**src/pfc_cfg.svh**
```systemverilog
`ifndef PFC_CFG_SVH
`define PFC_CFG_SVH
// Register offsets
`define PFC_OFS_BAL_CTRL 8'h00
`define PFC_OFS_FE_STATUS 8'h01
`define PFC_OFS_FE_CTRL 8'h02
`define PFC_OFS_IRQ_STAT 8'h03
`define PFC_OFS_IRQ_MASK 8'h04
`define PFC_OFS_CAP_NOW 8'h05
`define PFC_OFS_TRIP_LO 8'h06
`define PFC_OFS_TRIP_HI 8'h07
`define PFC_OFS_CHG_STAT 8'h08
`define PFC_OFS_FUSE_DLY 8'h09
// Status register fields
`define PFC_ST_ADAPTER_PERMIT 0
`define PFC_ST_FUSE_RAW 1
`define PFC_ST_FUSE_LATCH 2
`define PFC_ST_FAULT 3
// Control register fields
`define PFC_CT_DSG_EN 0
`define PFC_CT_CHG_EN 1
`define PFC_CT_CHARGER_EN 2
// Interrupt status fields
`define PFC_IRQ_FUSE 0
`define PFC_IRQ_SHUTDOWN 1
`define PFC_IRQ_TERM 2
`define PFC_IRQ_TRIP 3
// Reset values
`define PFC_RST_FE_CTRL 8'h03
`define PFC_RST_FUSE_DLY 16'h0100
// Timing: clock 250 MHz, slow oscillator 262.144 kHz
`define PFC_CLK_HZ 250000000
`define PFC_SLOW_HZ 262144
`define PFC_SLOW_DIV (`PFC_CLK_HZ / `PFC_SLOW_HZ / 2)
`define PFC_SLOW_DIV_W 10
`define PFC_FUSE_SHUT_MS 500
`define PFC_TERM_S 40
`define PFC_LOG_LONG_H 10
`define PFC_LOG_SHORT_H 2
`define PFC_FAST_MUL 64
`define PFC_SHUT_TICKS (`PFC_SLOW_HZ * `PFC_FUSE_SHUT_MS / 1000)
`define PFC_TERM_TICKS (`PFC_SLOW_HZ * `PFC_TERM_S)
`define PFC_HOUR_TICKS (`PFC_SLOW_HZ * 3600)
`endif

```
**src/pfc_pkg.sv**
```systemverilog
`default_nettype none
package pfc_pkg;
  typedef struct packed {
    logic [7:0] addr;
    logic [7:0] wdata;
    logic wr;
    logic rd;
  } pfc_bus_req_t;
  typedef struct packed {
    logic [2:0] balance;
    logic charge_switch_gate;
    logic discharge_switch_gate;
    logic adapter_switch_gate;
  } pfc_gates_t;
  typedef enum logic [1:0] {
    PFC_CHG_OFF, PFC_CHG_PRE, PFC_CHG_CCCV, PFC_CHG_DONE
  } pfc_chg_state_t;
endpackage
`default_nettype wire

```
**src/pfc_protect.sv**
```systemverilog
// Summary of operation
// - Each of three balance register bits enables one bypass switch.
// - A safety fault turns both protection gates off with no software.
// - Writing both switch enable bits as zero turns both gates off.
// - Adapter gate needs permit set, supply above sense and the rest ok.
// - Raw fuse drive high for the programmed delay sets the fuse latch.
// - Fuse latch still set 500 ms after latching turns both gates off.
// - Cell in window, low current for 40 s ends charge and sets flags.
// - Charger start picks precharge or CC/CV from the lowest cell.
// - Changed logs go out every 10 h, balance and runtime every 2 h.
// - Capacity against two thresholds drives trip interrupt and flag.
// - A 17.86 MHz clock divided from the main clock is halved at 50%.
// - The slow oscillator runs at 262.144 kHz and times every delay.
`timescale 1ns/1ps
`default_nettype none
`include "pfc_cfg.svh"
module pfc_protect (
  input wire logic clock_i,
  input wire logic arst_n_i,
  input wire pfc_pkg::pfc_bus_req_t bus_i,
  output logic [7:0] rdata_o,
  input wire logic safety_fault_i,
  input wire logic fuse_raw_i,
  input wire logic supply_above_sense_i,
  input wire logic adapter_ok_i,
  input wire logic top_cell_in_window_i,
  input wire logic below_taper_i,
  input wire logic min_cell_low_i,
  input wire logic log_long_diff_i,
  input wire logic log_short_diff_i,
  output pfc_pkg::pfc_gates_t gates_o,
  output logic fuse_drive_output_o,
  output logic precharge_sel_o,
  output logic log_long_write_o,
  output logic log_short_write_o,
  output logic trip_point_interrupt_o,
  output logic fast_oscillator_o,
  output logic half_fast_clk_o,
  output logic irq_o
);
  import pfc_pkg::*;

  // Reset release and input synchronisers
  logic [1:0] rst_sync_ff;
  logic [7:0] meta_ff;
  logic [7:0] sync_ff;
  wire rst_n = rst_sync_ff[1];
  always_ff @(posedge clock_i or negedge arst_n_i) begin
    if (!arst_n_i) rst_sync_ff <= 2'b00;
    else rst_sync_ff <= {rst_sync_ff[0], 1'b1};
  end
  always_ff @(posedge clock_i or negedge rst_n) begin
    if (!rst_n) begin
      meta_ff <= 8'h00;
      sync_ff <= 8'h00;
    end else begin
      meta_ff <= {log_short_diff_i, log_long_diff_i, min_cell_low_i,
                  below_taper_i, top_cell_in_window_i, adapter_ok_i,
                  supply_above_sense_i, safety_fault_i};
      sync_ff <= meta_ff;
    end
  end
  wire s_fault = sync_ff[0];
  wire s_above = sync_ff[1];
  wire s_adapt_ok = sync_ff[2];
  wire s_window = sync_ff[3];
  wire s_taper = sync_ff[4];
  wire s_min_low = sync_ff[5];
  wire s_log_long = sync_ff[6];
  wire s_log_short = sync_ff[7];
  logic [1:0] fuse_meta_ff;
  always_ff @(posedge clock_i or negedge rst_n) begin
    if (!rst_n) fuse_meta_ff <= 2'b00;
    else fuse_meta_ff <= {fuse_meta_ff[0], fuse_raw_i};
  end
  wire s_fuse_raw = fuse_meta_ff[1];

  // Slow oscillator tick at 262.144 kHz
  logic [`PFC_SLOW_DIV_W-1:0] slow_cnt_ff;
  logic slow_tick_ff;
  wire slow_wrap = (slow_cnt_ff == `PFC_SLOW_DIV_W'(`PFC_SLOW_DIV * 2 - 1));
  always_ff @(posedge clock_i or negedge rst_n) begin
    if (!rst_n) begin
      slow_cnt_ff <= '0;
      slow_tick_ff <= 1'b0;
    end else begin
      slow_cnt_ff <= slow_wrap ? '0 : slow_cnt_ff + 1'b1;
      slow_tick_ff <= slow_wrap;
    end
  end

  // Fast clock: slow rate times 64, toggled, then halved
  logic [3:0] fast_cnt_ff;
  logic fast_ff;
  logic half_ff;
  localparam int FAST_DIV = `PFC_CLK_HZ / (`PFC_SLOW_HZ * `PFC_FAST_MUL * 2);
  wire fast_wrap = (fast_cnt_ff == 4'(FAST_DIV - 1));
  always_ff @(posedge clock_i or negedge rst_n) begin
    if (!rst_n) begin
      fast_cnt_ff <= 4'h0;
      fast_ff <= 1'b0;
      half_ff <= 1'b0;
    end else if (fast_wrap) begin
      fast_cnt_ff <= 4'h0;
      fast_ff <= ~fast_ff;
      if (fast_ff) half_ff <= ~half_ff;
    end else begin
      fast_cnt_ff <= fast_cnt_ff + 4'h1;
    end
  end

  // Register bus decode
  logic [2:0] bal_ff;
  logic [7:0] ctrl_ff;
  logic [3:0] irq_stat_ff;
  logic [3:0] irq_mask_ff;
  logic [7:0] cap_ff;
  logic [7:0] trip_lo_ff;
  logic [7:0] trip_hi_ff;
  logic [15:0] fuse_dly_ff;
  logic fuse_latch_ff;
  logic trip_flag_ff;
  pfc_chg_state_t chg_ff;
  wire wr = bus_i.wr;
  wire [7:0] wd = bus_i.wdata;
  wire wr_bal = wr && bus_i.addr == `PFC_OFS_BAL_CTRL;
  wire wr_st = wr && bus_i.addr == `PFC_OFS_FE_STATUS;
  wire wr_ctrl = wr && bus_i.addr == `PFC_OFS_FE_CTRL;
  wire wr_istat = wr && bus_i.addr == `PFC_OFS_IRQ_STAT;
  wire wr_imask = wr && bus_i.addr == `PFC_OFS_IRQ_MASK;
  wire wr_cap = wr && bus_i.addr == `PFC_OFS_CAP_NOW;
  wire wr_tlo = wr && bus_i.addr == `PFC_OFS_TRIP_LO;
  wire wr_thi = wr && bus_i.addr == `PFC_OFS_TRIP_HI;
  wire wr_fdly = wr && bus_i.addr == `PFC_OFS_FUSE_DLY;
  logic permit_ff;

  // Simple register writes
  always_ff @(posedge clock_i or negedge rst_n) begin
    if (!rst_n) begin
      bal_ff <= 3'h0;
      ctrl_ff <= `PFC_RST_FE_CTRL;
      irq_mask_ff <= 4'h0;
      cap_ff <= 8'h00;
      trip_lo_ff <= 8'h00;
      trip_hi_ff <= 8'h00;
      fuse_dly_ff <= `PFC_RST_FUSE_DLY;
      permit_ff <= 1'b0;
    end else begin
      if (wr_bal) bal_ff <= wd[2:0];
      if (wr_ctrl) ctrl_ff <= wd;
      if (wr_imask) irq_mask_ff <= wd[3:0];
      if (wr_cap) cap_ff <= wd;
      if (wr_tlo) trip_lo_ff <= wd;
      if (wr_thi) trip_hi_ff <= wd;
      if (wr_fdly) fuse_dly_ff <= {wd, 8'h00};
      if (wr_st) permit_ff <= wd[`PFC_ST_ADAPTER_PERMIT];
    end
  end

  // Fuse detection delay and latch, then delayed shutdown
  logic [15:0] fuse_cnt_ff;
  logic [17:0] shut_cnt_ff;
  logic fuse_shut_ff;
  wire fuse_clr = wr_st && wd[`PFC_ST_FUSE_LATCH];
  wire fuse_set = s_fuse_raw && slow_tick_ff && !fuse_latch_ff
                  && fuse_cnt_ff + 16'h1 >= fuse_dly_ff;
  wire shut_set = fuse_latch_ff && slow_tick_ff && !fuse_shut_ff
                  && shut_cnt_ff == 18'(`PFC_SHUT_TICKS - 1);
  always_ff @(posedge clock_i or negedge rst_n) begin
    if (!rst_n) begin
      fuse_cnt_ff <= 16'h0000;
      fuse_latch_ff <= 1'b0;
      shut_cnt_ff <= 18'h0_0000;
      fuse_shut_ff <= 1'b0;
    end else begin
      if (!s_fuse_raw) fuse_cnt_ff <= 16'h0000;
      else if (slow_tick_ff && fuse_cnt_ff != 16'hFFFF)
        fuse_cnt_ff <= fuse_cnt_ff + 16'h1;
      if (fuse_set) fuse_latch_ff <= 1'b1;
      else if (fuse_clr) fuse_latch_ff <= 1'b0;
      if (!fuse_latch_ff || fuse_clr) shut_cnt_ff <= 18'h0_0000;
      else if (slow_tick_ff && !fuse_shut_ff)
        shut_cnt_ff <= shut_cnt_ff + 18'h1;
      if (shut_set) fuse_shut_ff <= 1'b1;
      else if (fuse_clr) fuse_shut_ff <= 1'b0;
    end
  end

  // Charger start selection and termination timer
  logic [23:0] term_cnt_ff;
  logic term_flag_ff;
  logic pre_ff;
  wire chg_en = ctrl_ff[`PFC_CT_CHARGER_EN];
  wire term_hit = slow_tick_ff && term_cnt_ff == 24'(`PFC_TERM_TICKS - 1);
  always_ff @(posedge clock_i or negedge rst_n) begin
    if (!rst_n) begin
      chg_ff <= PFC_CHG_OFF;
      term_cnt_ff <= 24'h00_0000;
      term_flag_ff <= 1'b0;
      pre_ff <= 1'b0;
    end else begin
      unique case (chg_ff)
        PFC_CHG_OFF: if (chg_en) begin
          chg_ff <= s_min_low ? PFC_CHG_PRE : PFC_CHG_CCCV;
          pre_ff <= s_min_low;
          term_flag_ff <= 1'b0;
        end
        PFC_CHG_PRE: if (!chg_en) chg_ff <= PFC_CHG_OFF;
          else if (!s_min_low) begin
            chg_ff <= PFC_CHG_CCCV;
            pre_ff <= 1'b0;
          end
        PFC_CHG_CCCV: if (!chg_en) chg_ff <= PFC_CHG_OFF;
          else if (term_hit) begin
            chg_ff <= PFC_CHG_DONE;
            term_flag_ff <= 1'b1;
          end
        PFC_CHG_DONE: if (!chg_en) chg_ff <= PFC_CHG_OFF;
      endcase
      if (chg_ff != PFC_CHG_CCCV || !(s_window && s_taper))
        term_cnt_ff <= 24'h00_0000;
      else if (slow_tick_ff) term_cnt_ff <= term_cnt_ff + 24'h1;
    end
  end

  // Log update schedule on hour counts
  logic [29:0] hour_cnt_ff;
  logic [3:0] hours_ff;
  logic log_l_ff;
  logic log_s_ff;
  wire hour_hit = slow_tick_ff && hour_cnt_ff == 30'(`PFC_HOUR_TICKS - 1);
  wire hours_wrap = hours_ff == 4'(`PFC_LOG_LONG_H - 1);
  always_ff @(posedge clock_i or negedge rst_n) begin
    if (!rst_n) begin
      hour_cnt_ff <= 30'h0;
      hours_ff <= 4'h0;
      log_l_ff <= 1'b0;
      log_s_ff <= 1'b0;
    end else begin
      log_l_ff <= 1'b0;
      log_s_ff <= 1'b0;
      if (slow_tick_ff) hour_cnt_ff <= hour_hit ? 30'h0 : hour_cnt_ff + 30'h1;
      if (hour_hit) begin
        hours_ff <= hours_wrap ? 4'h0 : hours_ff + 4'h1;
        log_l_ff <= hours_wrap && s_log_long;
        log_s_ff <= hours_ff[0] && s_log_short;
      end
    end
  end

  // Trip point compare: set below low, clear above high
  wire trip_set = cap_ff < trip_lo_ff;
  wire trip_clr = cap_ff > trip_hi_ff;
  wire trip_rise = trip_set && !trip_flag_ff;
  always_ff @(posedge clock_i or negedge rst_n) begin
    if (!rst_n) trip_flag_ff <= 1'b0;
    else if (trip_set) trip_flag_ff <= 1'b1;
    else if (trip_clr) trip_flag_ff <= 1'b0;
  end

  // Sticky interrupt status, set wins over write-one clear
  wire [3:0] ev = {trip_rise, term_hit && chg_ff == PFC_CHG_CCCV,
                   shut_set, fuse_set};
  always_ff @(posedge clock_i or negedge rst_n) begin
    if (!rst_n) irq_stat_ff <= 4'h0;
    else irq_stat_ff <= ev | (irq_stat_ff & ~(wr_istat ? wd[3:0] : 4'h0));
  end

  // Gate drive
  wire prot_off = s_fault || fuse_shut_ff;
  wire chg_on = ctrl_ff[`PFC_CT_CHG_EN] && !prot_off && !term_flag_ff;
  wire dsg_on = ctrl_ff[`PFC_CT_DSG_EN] && !prot_off;
  wire ac_on = permit_ff && s_above && s_adapt_ok && !prot_off;
  always_ff @(posedge clock_i or negedge rst_n) begin
    if (!rst_n) begin
      gates_o <= '0;
      fuse_drive_output_o <= 1'b0;
      precharge_sel_o <= 1'b0;
      trip_point_interrupt_o <= 1'b0;
      irq_o <= 1'b0;
      log_long_write_o <= 1'b0;
      log_short_write_o <= 1'b0;
      fast_oscillator_o <= 1'b0;
      half_fast_clk_o <= 1'b0;
    end else begin
      gates_o.balance <= bal_ff;
      gates_o.charge_switch_gate <= chg_on;
      gates_o.discharge_switch_gate <= dsg_on;
      gates_o.adapter_switch_gate <= ac_on;
      fuse_drive_output_o <= fuse_latch_ff;
      precharge_sel_o <= pre_ff;
      trip_point_interrupt_o <= trip_flag_ff;
      irq_o <= |(irq_stat_ff & irq_mask_ff);
      log_long_write_o <= log_l_ff;
      log_short_write_o <= log_s_ff;
      fast_oscillator_o <= fast_ff;
      half_fast_clk_o <= half_ff;
    end
  end

  // Read mux, data one cycle after strobe
  logic [7:0] rmux;
  always_comb begin
    unique case (bus_i.addr)
      `PFC_OFS_BAL_CTRL: rmux = {5'h00, bal_ff};
      `PFC_OFS_FE_STATUS: rmux = {4'h0, s_fault, fuse_latch_ff,
                                  s_fuse_raw, permit_ff};
      `PFC_OFS_FE_CTRL: rmux = ctrl_ff;
      `PFC_OFS_IRQ_STAT: rmux = {4'h0, irq_stat_ff};
      `PFC_OFS_IRQ_MASK: rmux = {4'h0, irq_mask_ff};
      `PFC_OFS_CAP_NOW: rmux = cap_ff;
      `PFC_OFS_TRIP_LO: rmux = trip_lo_ff;
      `PFC_OFS_TRIP_HI: rmux = trip_hi_ff;
      `PFC_OFS_CHG_STAT: rmux = {4'h0, trip_flag_ff, term_flag_ff, chg_ff};
      `PFC_OFS_FUSE_DLY: rmux = fuse_dly_ff[15:8];
      default: rmux = 8'h00;
    endcase
  end
  always_ff @(posedge clock_i or negedge rst_n) begin
    if (!rst_n) rdata_o <= 8'h00;
    else rdata_o <= bus_i.rd ? rmux : 8'h00;
  end
endmodule // pfc_protect
`default_nettype wire

```
**config.mk**
```make
export PLATFORM = sky130hd
export DESIGN_NAME = pfc_protect
export DESIGN_NICKNAME = d
export VERILOG_FILES = /design/src/pfc_pkg.sv /design/src/pfc_protect.sv
export VERILOG_INCLUDE_DIRS = /design/src
export SDC_FILE = /design/constraint.sdc
export NUM_CORES = 1
export LEC_CHECK = 0
export ABC_AREA = 1
export BUFFER_PORTS_ARGS = -buffer_cell sky130_fd_sc_hd__buf_2
export CAP_MARGIN = 15
export CORE_MARGIN = 2
export CORE_UTILIZATION = 50
export DETAILED_ROUTE_END_ITERATION = 10
export GPL_TIMING_DRIVEN = 1
export PLACE_DENSITY_LB_ADDON = 0.2
export RECOVER_POWER = 25
export SETUP_SLACK_MARGIN = 0.02
export SKIP_CTS_REPAIR_TIMING = 1
export SLEW_MARGIN = 40
export SYNTH_ARGS = -nofsm -noshare
export SYNTH_HDL_FRONTEND = slang
export SYNTH_SLANG_ARGS = --single-unit
```
**constraint.sdc**
```tcl
create_clock -name clock_i -period 13.15 [get_ports clock_i]
set_input_delay 1.315 -clock clock_i [delete_from_list [all_inputs] [get_ports clock_i]]
set_output_delay 1.315 -clock clock_i [all_outputs]
set_load 0.02 [all_outputs]
```
# Yosys cells after proc, flatten, opt, wreduce, memory -nomap -nowiden
# Index checks and enable logic that the tools add are counted.
dict set report classes {
  n_addsub 7
  n_lt_le_gt_ge 3
  eq_ne 29
  mux 36
  bitwise_logic 6
  reduce_logical 54
}
# op count
set op_table {}
lappend op_table {{$pmux W8 S10} 1}
lappend op_table {{$mux W24} 2}
lappend op_table {{$mux W18} 2}
lappend op_table {{$eq A8 B3 Y1 const B} 4}
lappend op_table {{$mux W16} 2}
lappend op_table {{$logic_and A1 B1 Y1} 31}
lappend op_table {{$add A30 B1 Y30 const B} 1}
lappend op_table {{$eq A30 B30 Y1 const B} 1}
lappend op_table {{$mux W30} 1}
lappend op_table {{$add A24 B1 Y24 const B} 1}
lappend op_table {{$eq A24 B24 Y1 const B} 1}
lappend op_table {{$add A18 B1 Y18 const B} 1}
lappend op_table {{$eq A18 B17 Y1 const B} 1}
lappend op_table {{$add A16 B1 Y16 const B} 1}
lappend op_table {{$eq A8 B2 Y1 const B} 2}
lappend op_table {{$eq A8 B4 Y1 const B} 2}
lappend op_table {{$ge A16 B16 Y1} 1}
lappend op_table {{$ne A16 B16 Y1 const B} 1}
lappend op_table {{$mux W2} 7}
lappend op_table {{$ne A2 B2 Y1 const B} 7}
lappend op_table {{$reduce_bool A2 Y1} 7}
lappend op_table {{$mux W1} 13}
lappend op_table {{$mux W4} 3}
lappend op_table {{$reduce_and A4 Y1} 3}
lappend op_table {{other kinds (26)} 39}
dict set report word_totals {
  reg_bits 212
  input_bits 29
  output_inout_bits 22
  wordCells 179
}

# Logic depth before layout (Yosys ltp)
# Gate-level depths: netlist of run 1.
dict set report depth {
  word_depth 6
  depth_mapped 17
  mapped_depth_nobuf 17
}

# Worst setup path before layout of run 1
# Ideal clock, no wire load.
dict set report synth_timing {
  path_type {input-to-reg}
  from {input port bus_i[15] in the netlist's numbering}
  to {register shut_cnt_ff[12]}
  setup_time_ps 116
  t_arrival_ps 2232
  required_time_ps 13034
  path_slack_ps 10802
  cell_stages 9
  n_path_buf 1
  cell_sequence {nor2_1 -> nand3_2 -> nor2_2 -> nand3_2 -> nand2_2 -> buf_4 -> nor2_1 -> nand2_1 -> nand2_1}
}
dict set report synth_between {
  elab_chain_cells 5
  elab_cells_between_ends 6
  classes_between {eq/ne (1); mux (1); reduce/logical (4)}
}
# item line
set synth_rtl {}
lappend synth_rtl {{from (decl)} pfc_protect.sv:20} ;# input wire pfc_pkg::pfc_bus_req_t bus_i,
lappend synth_rtl {{$eq A8 B1 Y1 *} -}
lappend synth_rtl {{$logic_and A1 B1 Y1 (no source line) *} -}
lappend synth_rtl {{$logic_and A1 B1 Y1 *} pfc_protect.sv:164} ;# wire fuse_clr = wr_st && wd[`PFC_ST_FUSE_LATCH];
lappend synth_rtl {{$logic_or A1 B1 Y1 *} pfc_protect.sv:181} ;# if (!fuse_latch_ff || fuse_clr) shut_cnt_ff <= 18'h0_0000;
lappend synth_rtl {{$mux W18 or $reduce_bool A2 Y1 (tied branches)} -}
lappend synth_rtl {{to (signal assigned)} pfc_protect.sv:183} ;# shut_cnt_ff <= shut_cnt_ff + 18'h1;
lappend synth_rtl {{to (decl)} pfc_protect.sv:162} ;# logic [17:0] shut_cnt_ff;
# Mark *: on every way between the ends. The rest lies on a longest branch, timed or not.
# A chain may end at the register's enable or synchronous reset.

==> results of run 1 <==
registers in the layout (all words and copies together) (netlist names), 10 cells and up:
name,flops
hour_cnt_ff,30
term_cnt_ff,24
shut_cnt_ff,18
fuse_cnt_ff,16
slow_cnt_ff,10
cells in the mapped netlist (4+ instances only):
master / instances / area [um2]
nand3b_1: 7 / 52.6
xnor2_1: 7 / 61.3
nor2_2: 8 / 50.1
nor4_1: 4 / 25.0
nor2_1: 179 / 672
a21oi_1: 31 / 155
xor2_1: 31 / 272
dfrtp_1: 209 / 5230
and3_1: 4 / 25.0
buf_6: 4 / 45.0
nor3_4: 5 / 81.3
nand2_1: 413 / 1550
o21ai_1: 7 / 35.0
nor2_4: 8 / 90.1
o21ai_0: 95 / 475
nand3_2: 5 / 50.1
nand2_2: 16 / 100
nand4_1: 36 / 225
nor3_1: 21 / 105
nand3_1: 114 / 571
inv_1: 167 / 627
ha_1: 28 / 350
inv_2: 4 / 15.0
buf_2: 12 / 60.1
cell usage in the layout, fill, tap and decap left out, types with 3 or more instances in the layout:
master and n:
inv_2 4, clkinv_2 3, ha_1 28, nand2_1 413, xnor2_1 7, nand3b_1 7
inv_1 167, nand4_1 36, xor2_1 31, bufinv_16 3, nor3_1 21, nor2_1 179
nor4_1 4, nor3_2 3, nand3_2 5, buf_2 49, clkbuf_1 9, dfrtp_1 209
nor2_4 8, o21ai_0 95, nand3_1 114, nor2_2 8, clkbuf_16 25, and3_1 4
a21oi_1 31, nor3_4 5, dfstp_2 3, nand2_2 16, o21ai_1 7
worst max-delay path by stage:
stage | to | cells after the start | start | slack [ns]
floorplan | bal_ff[0] | 0 | rst_sync_ff[1] | 6.81
global placement | cap_ff[0] | 9 | bus_i[16] | 10.18
finish | hours_ff[3] | 1 | rst_sync_ff[1] | 9.37
CTS | irq_stat_ff[0] | 16 | fuse_cnt_ff[0] | 10.47
detailed placement | trip_lo_ff[1] | 9 | bus_i[17] | 10.06
global route | hours_ff[3] | 1 | rst_sync_ff[1] | 8.39
metrics by stage:
step | worst slack, ns | cell area (um2)
2_1_floorplan | 6.81 | 11300
3_3_place_gp | 10.18 | 11700
3_5_place_dp | 10.06 | 11800
4_1_cts | 10.47 | 12600
5_1_grt | 8.39 | 12500
6_report | 9.37 | 12500
area by class of cell:
cell class	count	area share, %
flip-flops and latches	212	42.3
multi-input cells	1044	41.1
clock buffers	33	5.39
inverters	172	5.15
well taps	280	2.79
repair buffers	54	2.32
clock inverters	8	0.957
cells by family (layout without fill, tap and decap cells):
family / after synthesis / after routing
buffers and inverters: 196 / 267
adder cells (fa/ha/maj): 28 / 28
other: 1 / 1
AND/OR/NAND/NOR: 832 / 832
flip-flops: 212 / 212
XOR/XNOR: 38 / 38
AO/OA/AOI/OAI: 145 / 145
routing by layer:
layer	up-vias	wire, um	track usage, %
met2	202	11500	35.4
met4	0	877	7.43
met3	66	1130	2.99
li1	4770	-	-
met5	-	0	0
met1	4320	11500	30.0
power breakdown:
part           internal [mW]  total, mW  switching (mW)
sequential             0.675      0.696          0.0214
combinational         0.0285     0.0930          0.0645
clock                  0.416      0.679           0.264
==> summary.txt, run 1 <==
Status
  • Outcome: complete, but fails checks
  • Failing checks: capacitance limit, slew limit

Global route
  • Total GRT Usage: 21.7%
  • First-pass GRT wire length: 43000 um
  • Grt ovf: 0
  • Vias in the first global route: 8911
  • Initial antenna violation count: 0
  • Largest net degree at the start of global routing: 146

Setup path
  • CP Capture Type: asynchronous set/reset pin
  • CP arrival: 3.72 ns
  • RR Startpoint: rst_sync_ff[1]
  • Crit path max fanout: 57
  • Cell at the slowest stage of the critical path: clkbuf_1
  • R2R setup slack: 9.37 ns
  • Largest stage delay, worst path: 2.22 ns
  • WS Path Type: reg2async
  • Delay-heaviest family, CP: buffers and inverters
  • CP required: 13.10 ns
  • CP Buf/Inv Count: 1
  • Startpoint types: flip-flop
  • Reg2Reg Depth: 1
  • RR Endpoint: hours_ff[3]
  • CP cell instances: clkbuf_1

Floorplanning
  • Die area: 0.0237 mm2
  • Core area: 0.0220 mm2
  • Site Rows: 54
  • Boundary Pins: 51
  • Chip width: 154 um
  • Die H: 154 um
  • Initial Util: 51.3%

STA
  • Fmax: 265 MHz
  • Worst-Margin Slew: 3.05 ns
  • Final setup viols: 0
  • Period utilisation layout: 28.7%
  • Fin. Hold Viols: 0
  • Worst Hold Slack: 0.346 ns
  • Setup TNS: 0 ns
  • RSZ-0062 raised after global routing: no
  • Clock skew: 0.0125 ns
  • Slew Viols, Final: 99
  • Period minus WS final: 3.78 ns
  • Max_slew headroom: -103%

Final layout
  • Ant diodes: 0
  • Final core occ: 57.1%
  • Register area: 0.00531 mm2
  • Multi-input logic area: 0.00515 mm2
  • Final Non-Filler Cells: 1803
  • Fillers: 2008
  • Area grow syn2layout: 11.5%
  • Nets: 1565
  • Proportion of layout cells with a drive suffix above 1: 9.59%

Routing
  • DR vias: 9358
  • Routed wire length per instance: 13.9 um
  • Drt drc: 0
  • Routed Wire Length: 25000 um
  • Iter 0 DRT Violations: 533
  • Vias per Instance: 5.19
  • DR pass1 iterations: 5
  • Final ANT Viol Nets: 0

CTS
  • Clk buf depth: 3
  • Root buf cell: clkbuf_16
  • CTS buffer count: 24
  • Clock Latency Late Sink: 0.52 ns
  • Clock sink count: 212
  • H-tree levels: 1
  • Clock Pin Slew Worst Setup and Hold Paths: 0.05 ns
  • CTS tree: done

Logic synthesis
  • Register area share after synthesis: 47.2%
  • Main combinational cell family by area after synthesis: simple AND/OR/NAND/NOR gates
  • FFs w/ async S/R, synth: 100%
  • Synth Net Count: 1509
  • Synth warnings: 0
  • Post-synth EDFFs: 0
  • Yosys reg bits: 212
  • Mapped Cells: 1452
  • Post-Synth XOR/XNOR Area: 2.96%
  • Mux share of post-synthesis cell area: 0%
  • Top FF cell, synth: dfrtp_1
  • Post-Synthesis Mean Instance Area: 7.75 um2
  • Synth cell types: 47
  • Synthesized cell area: 0.0113 mm2
  • Post-synthesis simple-gate area fraction: 32.9%
  • Synth Area in Compound Gates: 6.74%
  • Adder-Cell Fraction of Synth Area: 3.11%

Hold path
  • Hold depth: 0
  • Hold-critical path endpoint: sync_ff[6]
  • Worst hold path type: reg2reg
  • Worst Hold Launch: meta_ff[6]

Pwr
  • Pwr Density: 117 mW/mm2
  • LEAKAGE: 6.05 nW
  • Max VDD drop: 91.6 uV
  • Overall power: 1.47 mW

Placed design
  • Gpl congestion: 0.872
  • Detailed placer's ending HPWL: 18000 um
  • # port buffers: 50
  • Inst Count DP: 1761

Run
  • Max cap viols: 2
Note: power is estimated with default switching activity, not from simulation.
==> inputs of run 2 (changes only) <==
==> constraint.sdc (replaced) <==
create_clock -name clock_i -period 3.12 [get_ports clock_i]
set_input_delay 0.312 -clock clock_i [delete_from_list [all_inputs] [get_ports clock_i]]
set_output_delay 0.312 -clock clock_i [all_outputs]
set_load 0.02 [all_outputs]
==> run 2 against run 1 <==
The flow still finishes with violations (capacitance limit, slew limit); sequential share of layout area shrank 0.69 points; die area unchanged; cell area grew 1.7%; worst hold slack got worse by 0.30 ns; flip-flop and latch count did not move; register-to-register slack lost 8.7 ns; power rose to 4.4 times the previous value; critical path depth is 15 higher; clock-buffer cell count fell by 3; clock power increased to 4.6 times the previous value; critical endpoint is now fuse_latch_ff.
==> summary.txt, run 2 (synthesis gave the netlist of run 1 again) <==
Floorplanning
  • Initial Util: 51.3% (unchanged)
  • Boundary Pins: 51 (unchanged)
  • Die H: 154 um (unchanged)
  • Chip width: 154 um (unchanged)
  • Core area: 0.0220 mm2 (unchanged)
  • Die area: 0.0237 mm2 (unchanged)
  • Site Rows: 54 (unchanged)

Global route
  • Largest net degree at the start of global routing: 71 (-51%)
  • Grt ovf: 0 (unchanged)
  • Vias in the first global route: 9021 (+1.2%)
  • Met1 Track Usage GR: 30.0% (-0.066 points)
  • First-pass GRT wire length: 43400 um (+0.96%)
  • Total GRT Usage: 22.0% (+0.28 points)
  • GRT Max-Usage Layer: met2
  • Initial antenna violation count: 1 (+1)
  • Met2 Use GR: 36.8% (+1.3 points)
  • Met3 usage: 3.30% (+0.31 points)

Routing
  • Drt drc: 0 (unchanged)
  • DR pass1 iterations: 5 (unchanged)
  • DR vias: 9392 (+0.36%)
  • Vias per Instance: 5.16 (-0.63%)
  • Routed Wire Length: 25200 um (+0.92%)
  • Iter 0 DRT Violations: 571 (+7.1%)
  • Final ANT Viol Nets: 0 (unchanged)
  • Routed wire length per instance: 13.9 um (about the same)

Final layout
  • Largest regs: hour_cnt_ff x30, term_cnt_ff x24, shut_cnt_ff x18
  • Flip-flop count of the largest register after layout: 30 (unchanged)
  • Commonest cells after routing, fill and taps aside: nand2_1 (415), dfrtp_1 (209), nor2_1 (180)
  • Proportion of layout cells with a drive suffix above 1: 9.74% (+0.15 points)
  • Area grow syn2layout: 13.3%
  • Nets: 1579 (+0.89%)
  • Fillers: 1995 (-0.65%)
  • Commonest non-fill, non-tap cell in the layout: nand2_1
  • Biggest register: hour_cnt_ff
  • Post-route cell area: 0.0128 mm2 (+1.7%)

Setup path
  • CP Buf/Inv Count: 1 (unchanged)
  • Worst path most repeated cell: nand2_1
  • Cell at the slowest stage of the critical path: dfrtp_1
  • CP required: 3.57 ns (-9.53 ns)
  • Crit path max fanout: 5 (-91%)
  • Delay-heaviest family, CP: simple AND/OR/NAND/NOR gates
  • WS Path Type: reg2reg
  • Largest stage delay, worst path: 0.40 ns (-1.82 ns)
  • CP arrival: 2.87 ns (-0.85 ns)
  • Startpoint types: flip-flop
  • CP cell instances: ha_1, nand2_1, nor2_2, nand2_1, inv_1, nand3_1, and2_1, ha_1, nand2_1, nor2_1, nand3_1, nor2_1, nand3_1, nand2_1, nand2_1, nand2_1
  • CP Capture Type: flip-flop

CTS
  • CTS buffer count: 24 (unchanged)
  • CTS tree: done
  • Clk buf depth: 3 (unchanged)
  • Clock Latency Late Sink: 0.52 ns (about the same)
  • Clock sink count: 212 (unchanged)
  • Clock Pin Slew Worst Setup and Hold Paths: 0.06 ns (about the same)
  • H-tree levels: 1 (unchanged)
  • Root buf cell: clkbuf_16

STA
  • Period minus WS final: 2.41 ns (-1.36 ns)
  • Fmax: 414 MHz (+56%)
  • Worst-Margin Slew: 2.00 ns (-1.06 ns)
  • Period utilisation layout: 77.4% (+49 points)
  • Slew Viols, Final: 47 (-53%)
  • Worst Hold Slack: 0.0497 ns (-0.296 ns)
  • RSZ-0062 raised after global routing: no
  • Clock skew: 0.0100 ns (-0.00243 ns)
  • Fin. Hold Viols: 0 (unchanged)
  • Final setup viols: 0 (unchanged)
  • Setup TNS: 0 ns (unchanged)
  • Max_slew headroom: -33.1% (+70 points)

Pwr
  • Max VDD drop: 685 uV (+650%)
  • Seq pwr share: 45.4% (-2.0 points)
  • LEAKAGE: 6.15 nW (+1.7%)
  • Sw Ratio: 22.9% (-0.94 points)
  • Pwr Density: 508 mW/mm2 (+330%)
  • Overall power: 6.48 mW (+340%)
  • Psw: 1.48 mW (+320%)
  • Internal power: 5.00 mW (+350%)
  • Gate power share: 6.1% (-0.2 points)
  • Clock Power Share: 48.5% (+2.2 points)

Status
  • Failing checks: capacitance limit, slew limit
  • Outcome: complete, but fails checks

Hold path
  • Worst hold path type: in2reg

Run
  • Max cap viols: 1 (-1)

Placed design
  • Detailed placer's ending HPWL: 18200 um (+1.2%)
  • Dpl cell area: 0.0118 mm2 (+0.32%)
  • # port buffers: 50 (unchanged)
  • Gpl congestion: 0.895 (+2.6%)
[run 2: metrics by stage]
step	cells	setup WS, ns	util (%)
after floorplan	1452	0.967	-
after global placement	1766	0.792	53.7
after detailed placement	1766	0.704	53.7
after CTS	1810	0.678	57.8
after global routing	1821	0.286	58.1
final	1821	0.706	58.1
[run 2: worst register-to-register path, cell delays in order, from the launching register on]
cell and delay, ns:
dfrtp_1 0.40, ha_1 0.20, nand2_1 0.12, nor2_2 0.23, nand2_1 0.10, inv_1 0.08, nand3_1 0.09, and2_1 0.18
ha_1 0.27, nand2_1 0.06, nor2_1 0.14, nand3_1 0.08, nor2_1 0.11, nand3_1 0.08, nand2_1 0.07, nand2_1 0.07
nand2_1 0.06
[run 2: power groups by stage]
stage | combinational (mW) | sequential, mW | clock (mW)
5_1_grt | 0.458 | 2.96 | 3.36
3_5_place_dp | 0.391 | 2.99 | 0
3_3_place_gp | 0.384 | 2.99 | 0
2_1_floorplan | 0.213 | 3.01 | 0
6_report | 0.394 | 2.94 | 3.15
4_1_cts | 0.393 | 2.94 | 3.23
[run 2: cell type report]
type / count / area, um2 / area share [%]
inverter: 172 / 646 / 5.06
clock inverter: 14 / 226 / 1.78
multi-input combinational: 1044 / 5120 / 40.1
clock buffer: 30 / 674 / 5.29
antenna: 1 / 2.50 / 0.0196
timing repair buffer: 68 / 428 / 3.35
tap: 280 / 350 / 2.75
sequential: 212 / 5310 / 41.6
[run 2: worst paths after layout]
path / start / end / slack [ns] / cells past startpoint
setup / recovery: fuse_cnt_ff[0] / fuse_latch_ff / 0.71 / 16
hold / removal: bus_i[0] / rdata_o[1] / 0.05 / 3
setup reg to reg: fuse_cnt_ff[0] / fuse_latch_ff / 0.71 / 16
hold reg to reg: meta_ff[0] / sync_ff[0] / 0.35 / 0
max in group asynchronous: rst_sync_ff[1] / hour_cnt_ff[0] / 0.82 / 1
min in group asynchronous: arst_n_i / rst_sync_ff[1] / 0.13 / 2
[run 2: per-layer routing]
layer / vias up / wire length, um
met4: 0 / 663
met1: 4371 / 11800
met2: 177 / 11800
li1: 4801 / -
met5: - / 0
met3: 43 / 1010
==> inputs of run 3 (changes only) <==
--- a/config.mk
+++ b/config.mk
@@ -6,7 +6,7 @@
 export SDC_FILE = /design/constraint.sdc
 export NUM_CORES = 1
 export LEC_CHECK = 0
-export ABC_AREA = 1
+export ABC_AREA = 0
 export BUFFER_PORTS_ARGS = -buffer_cell sky130_fd_sc_hd__buf_2
 export CAP_MARGIN = 15
 export CORE_MARGIN = 2
==> constraint.sdc (replaced) <==
create_clock -name clock_i -period 2.35 [get_ports clock_i]
set_input_delay 0.235 -clock clock_i [delete_from_list [all_inputs] [get_ports clock_i]]
set_output_delay 0.235 -clock clock_i [all_outputs]
set_load 0.02 [all_outputs]
==> run 3 against run 2 <==
The run still ends with capacitance limit, slew limit left; first-iteration DRC count shrank 16%; flip-flop and latch count is the same; worst hold slack lost 0.0041 ns; sequential power grew 30%; fmax grew 8.4%; register-to-register slack lost 0.58 ns; largest cell class unchanged; clock-buffer cell count is the same; global-route usage shrank 1.0 points; utilization grew 1.5 points; final cell count shrank 26%.
==> summary.txt, run 3 <==
Status
  • Outcome: complete, but fails checks
  • Failing checks: capacitance limit, slew limit

Final layout
  • Largest regs: hour_cnt_ff x30, term_cnt_ff x24, shut_cnt_ff x18
  • Area grow syn2layout: 17.2%
  • Fillers: 1727 (-13%)
  • Ant diodes: 0 (-1)
  • Biggest register: hour_cnt_ff
  • Proportion of layout cells with a drive suffix above 1: 18.5% (+8.8 points)
  • Flip-flop count of the largest register after layout: 30 (unchanged)
  • Commonest cells after routing, fill and taps aside: dfrtp_1 (209), nand2_1 (70), nor2_1 (51)
  • Nets: 1114 (-29%)
  • Commonest non-fill, non-tap cell in the layout: dfrtp_1
  • Final Non-Filler Cells: 1345 (-26%)

Logic synthesis
  • Register area share after synthesis: 51.8% (+4.6 points)
  • Synth top area share: 51.0% (+4.5 points)
  • Largest area contributor in the netlist: dfrtp_1
  • Yosys reg bits: 212 (unchanged)
  • Synthesized cell area: 0.0103 mm2 (-8.9%)
  • Mapped Cells: 962 (-34%)
  • Most common cell in the netlist: dfrtp_1
  • Post-Synthesis Mean Instance Area: 10.7 um2 (+37%)
  • Most frequent cells after synthesis: dfrtp_1 (209), nand2_1 (70), nor2_1 (51), a21oi_1 (50), mux2_2 (46)
  • Synth warnings: 0 (unchanged)
  • Top FF cell, synth: dfrtp_1
  • Synth cell types: 66 (+40%)
  • Synth Net Count: 1019 (-32%)
  • Post-synth EDFFs: 0 (unchanged)
  • FFs w/ async S/R, synth: 100% (unchanged)
  • Top cells by area, synth: dfrtp_1 (51%), mux2_2 (5.1%), ha_1 (3.4%)

Global route
  • Initial antenna violation count: 0 (-1)
  • Vias in the first global route: 7654 (-15%)
  • Grt ovf: 0 (unchanged)
  • First-pass GRT wire length: 37800 um (-13%)
  • Largest net degree at the start of global routing: 64 (-9.9%)
  • Total GRT Usage: 21.0% (-1.0 points)

Pwr
  • Max VDD drop: 633 uV (-7.5%)
  • LEAKAGE: 5.42 nW (-12%)
  • Pwr Density: 680 mW/mm2 (+34%)

Placed design
  • Detailed placer's ending HPWL: 15500 um (-15%)
  • Inst Count DP: 1288 (-27%)
  • Pre-CTS WS: 0.0701 ns (-0.634 ns)
  • Gpl congestion: 0.832 (-7.1%)
  • # port buffers: 50 (unchanged)

Floorplanning
  • Boundary Pins: 51 (unchanged)
  • Chip width: 147 um (-4.4%)
  • Site Rows: 52 (-3.7%)
  • Die H: 147 um (-4.4%)
  • Initial Util: 50.8% (-0.42 points)
  • Die area: 0.0217 mm2 (-8.7%)
  • Core area: 0.0202 mm2 (-8.1%)

Setup path
  • WS Path Type: reg2reg
  • RR Startpoint: fuse_cnt_ff[0]
  • Crit path max fanout: 4 (-1)
  • CP Capture Type: flip-flop
  • CP required: 2.79 ns (-0.78 ns)
  • CP arrival: 2.66 ns (-0.21 ns)
  • Critical path origin: fuse_cnt_ff[0]
  • Startpoint types: flip-flop

STA
  • Worst-Margin Slew: 1.51 ns (-0.484 ns)
  • Slew Viols, Final: 35 (-26%)
  • RSZ-0062 raised after global routing: yes
  • Fmax: 449 MHz (+8.4%)
  • Max_slew headroom: -0.753% (+32 points)
  • Final setup viols: 0 (unchanged)
  • Setup WS post-layout: 0.122 ns (-0.584 ns)
  • Worst Hold Slack: 0.0456 ns (-0.00405 ns)
  • Clock skew: 0.0273 ns (+0.0173 ns)
  • Fin. Hold Viols: 0 (unchanged)
  • Period utilisation layout: 94.8% (+17 points)
  • Period minus WS final: 2.23 ns (-0.186 ns)

CTS
  • Clk buf depth: 3 (unchanged)
  • Clock Pin Slew Worst Setup and Hold Paths: 0.06 ns (about the same)
  • Root buf cell: clkbuf_16
  • Clock sink count: 212 (unchanged)
  • Clock Latency Late Sink: 0.52 ns (about the same)
  • H-tree levels: 1 (unchanged)
  • CTS buffer count: 24 (unchanged)
  • CTS tree: done

Routing
  • Vias per Instance: 5.69 (+10%)
  • Drt drc: 0 (unchanged)
  • Routed Wire Length: 22500 um (-11%)
  • DR pass1 iterations: 5 (unchanged)
  • Routed wire length per instance: 16.7 um (+21%)
  • Iter 0 DRT Violations: 477 (-16%)
  • DR vias: 7650 (-19%)
  • Final ANT Viol Nets: 0 (unchanged)

Run
  • Max cap viols: 1 (unchanged)

Hold path
  • Worst hold path type: in2reg
  • Worst Hold Launch: bus_i[8]
-- run 3: logic make-up after synthesis --
group           after synthesis  synth area share (%)
compound gates              168                  10.6
xor+xnor                     60                  5.13
fa+ha+maj                    28                  3.42
buf+inv                      76                  2.89
flops                       212                  51.8
mux                          64                  7.18
other cells                   1                0.0366
simple gates                353                  19.0
-- run 3: metrics by stage --
step	TNS, ns	power, mW	util (%)	cell area (um2)
floorplan	0	4.11	-	10300
global placement	0	4.28	54.8	11000
detailed placement	0	4.29	54.8	11000
CTS	0	8.24	58.9	11900
global route	-0.0571	8.45	59.6	12000
finish	0	8.16	59.6	12000
-- run 3: power by group --
part	internal [mW]	leakage [nW]	switching, mW
clock network	2.42	0.413	1.51
logic	0.159	2.25	0.245
registers	3.74	2.76	0.0814
total	6.33	5.42	1.84
-- run 3: area by class of cell --
| type | count | area [um2] | share of cell area (%) |
|---|---|---|---|
| timing repair buffer | 103 | 693 | 5.77 |
| tap | 270 | 338 | 2.81 |
| sequential | 212 | 5310 | 44.2 |
| inverter | 42 | 158 | 1.31 |
| clock inverter | 14 | 190 | 1.58 |
| multi-input combinational | 674 | 4670 | 38.9 |
| clock buffer | 30 | 653 | 5.44 |
-- run 3: path summary, 6_finish.rpt --
check	to	slack, ns	cells past startpoint
max in group asynchronous	shut_cnt_ff[5]	0.61	1
max	irq_stat_ff[0]	0.12	10
min in group asynchronous	rst_sync_ff[0]	0.06	2
min	trip_lo_ff[6]	0.05	2
min reg2reg	sync_ff[1]	0.34	0
max reg2reg	irq_stat_ff[0]	0.12	10
-- run 3: per-layer routing --
| metal | track usage [%] | share of wire [%] | vias up |
|---|---|---|---|
| met5 | 0 | 0 | - |
| met4 | 4.09 | 1.5 | 0 |
| met3 | 2.98 | 4.1 | 24 |
| met2 | 35.1 | 48 | 160 |
| met1 | 29.7 | 46 | 3767 |
| li1 | - | - | 3699 |
-- run 3: worst max-delay path, stage by stage, from the launching register on --
cell and delay [ns]:
dfrtp_1 0.39, ha_2 0.19, and4_4 0.22, nand4_1 0.17, nor2_1 0.16, xnor2_1 0.08, ha_1 0.29, nand4_1 0.11
nor4_1 0.19, o211ai_1 0.16, o211ai_1 0.19
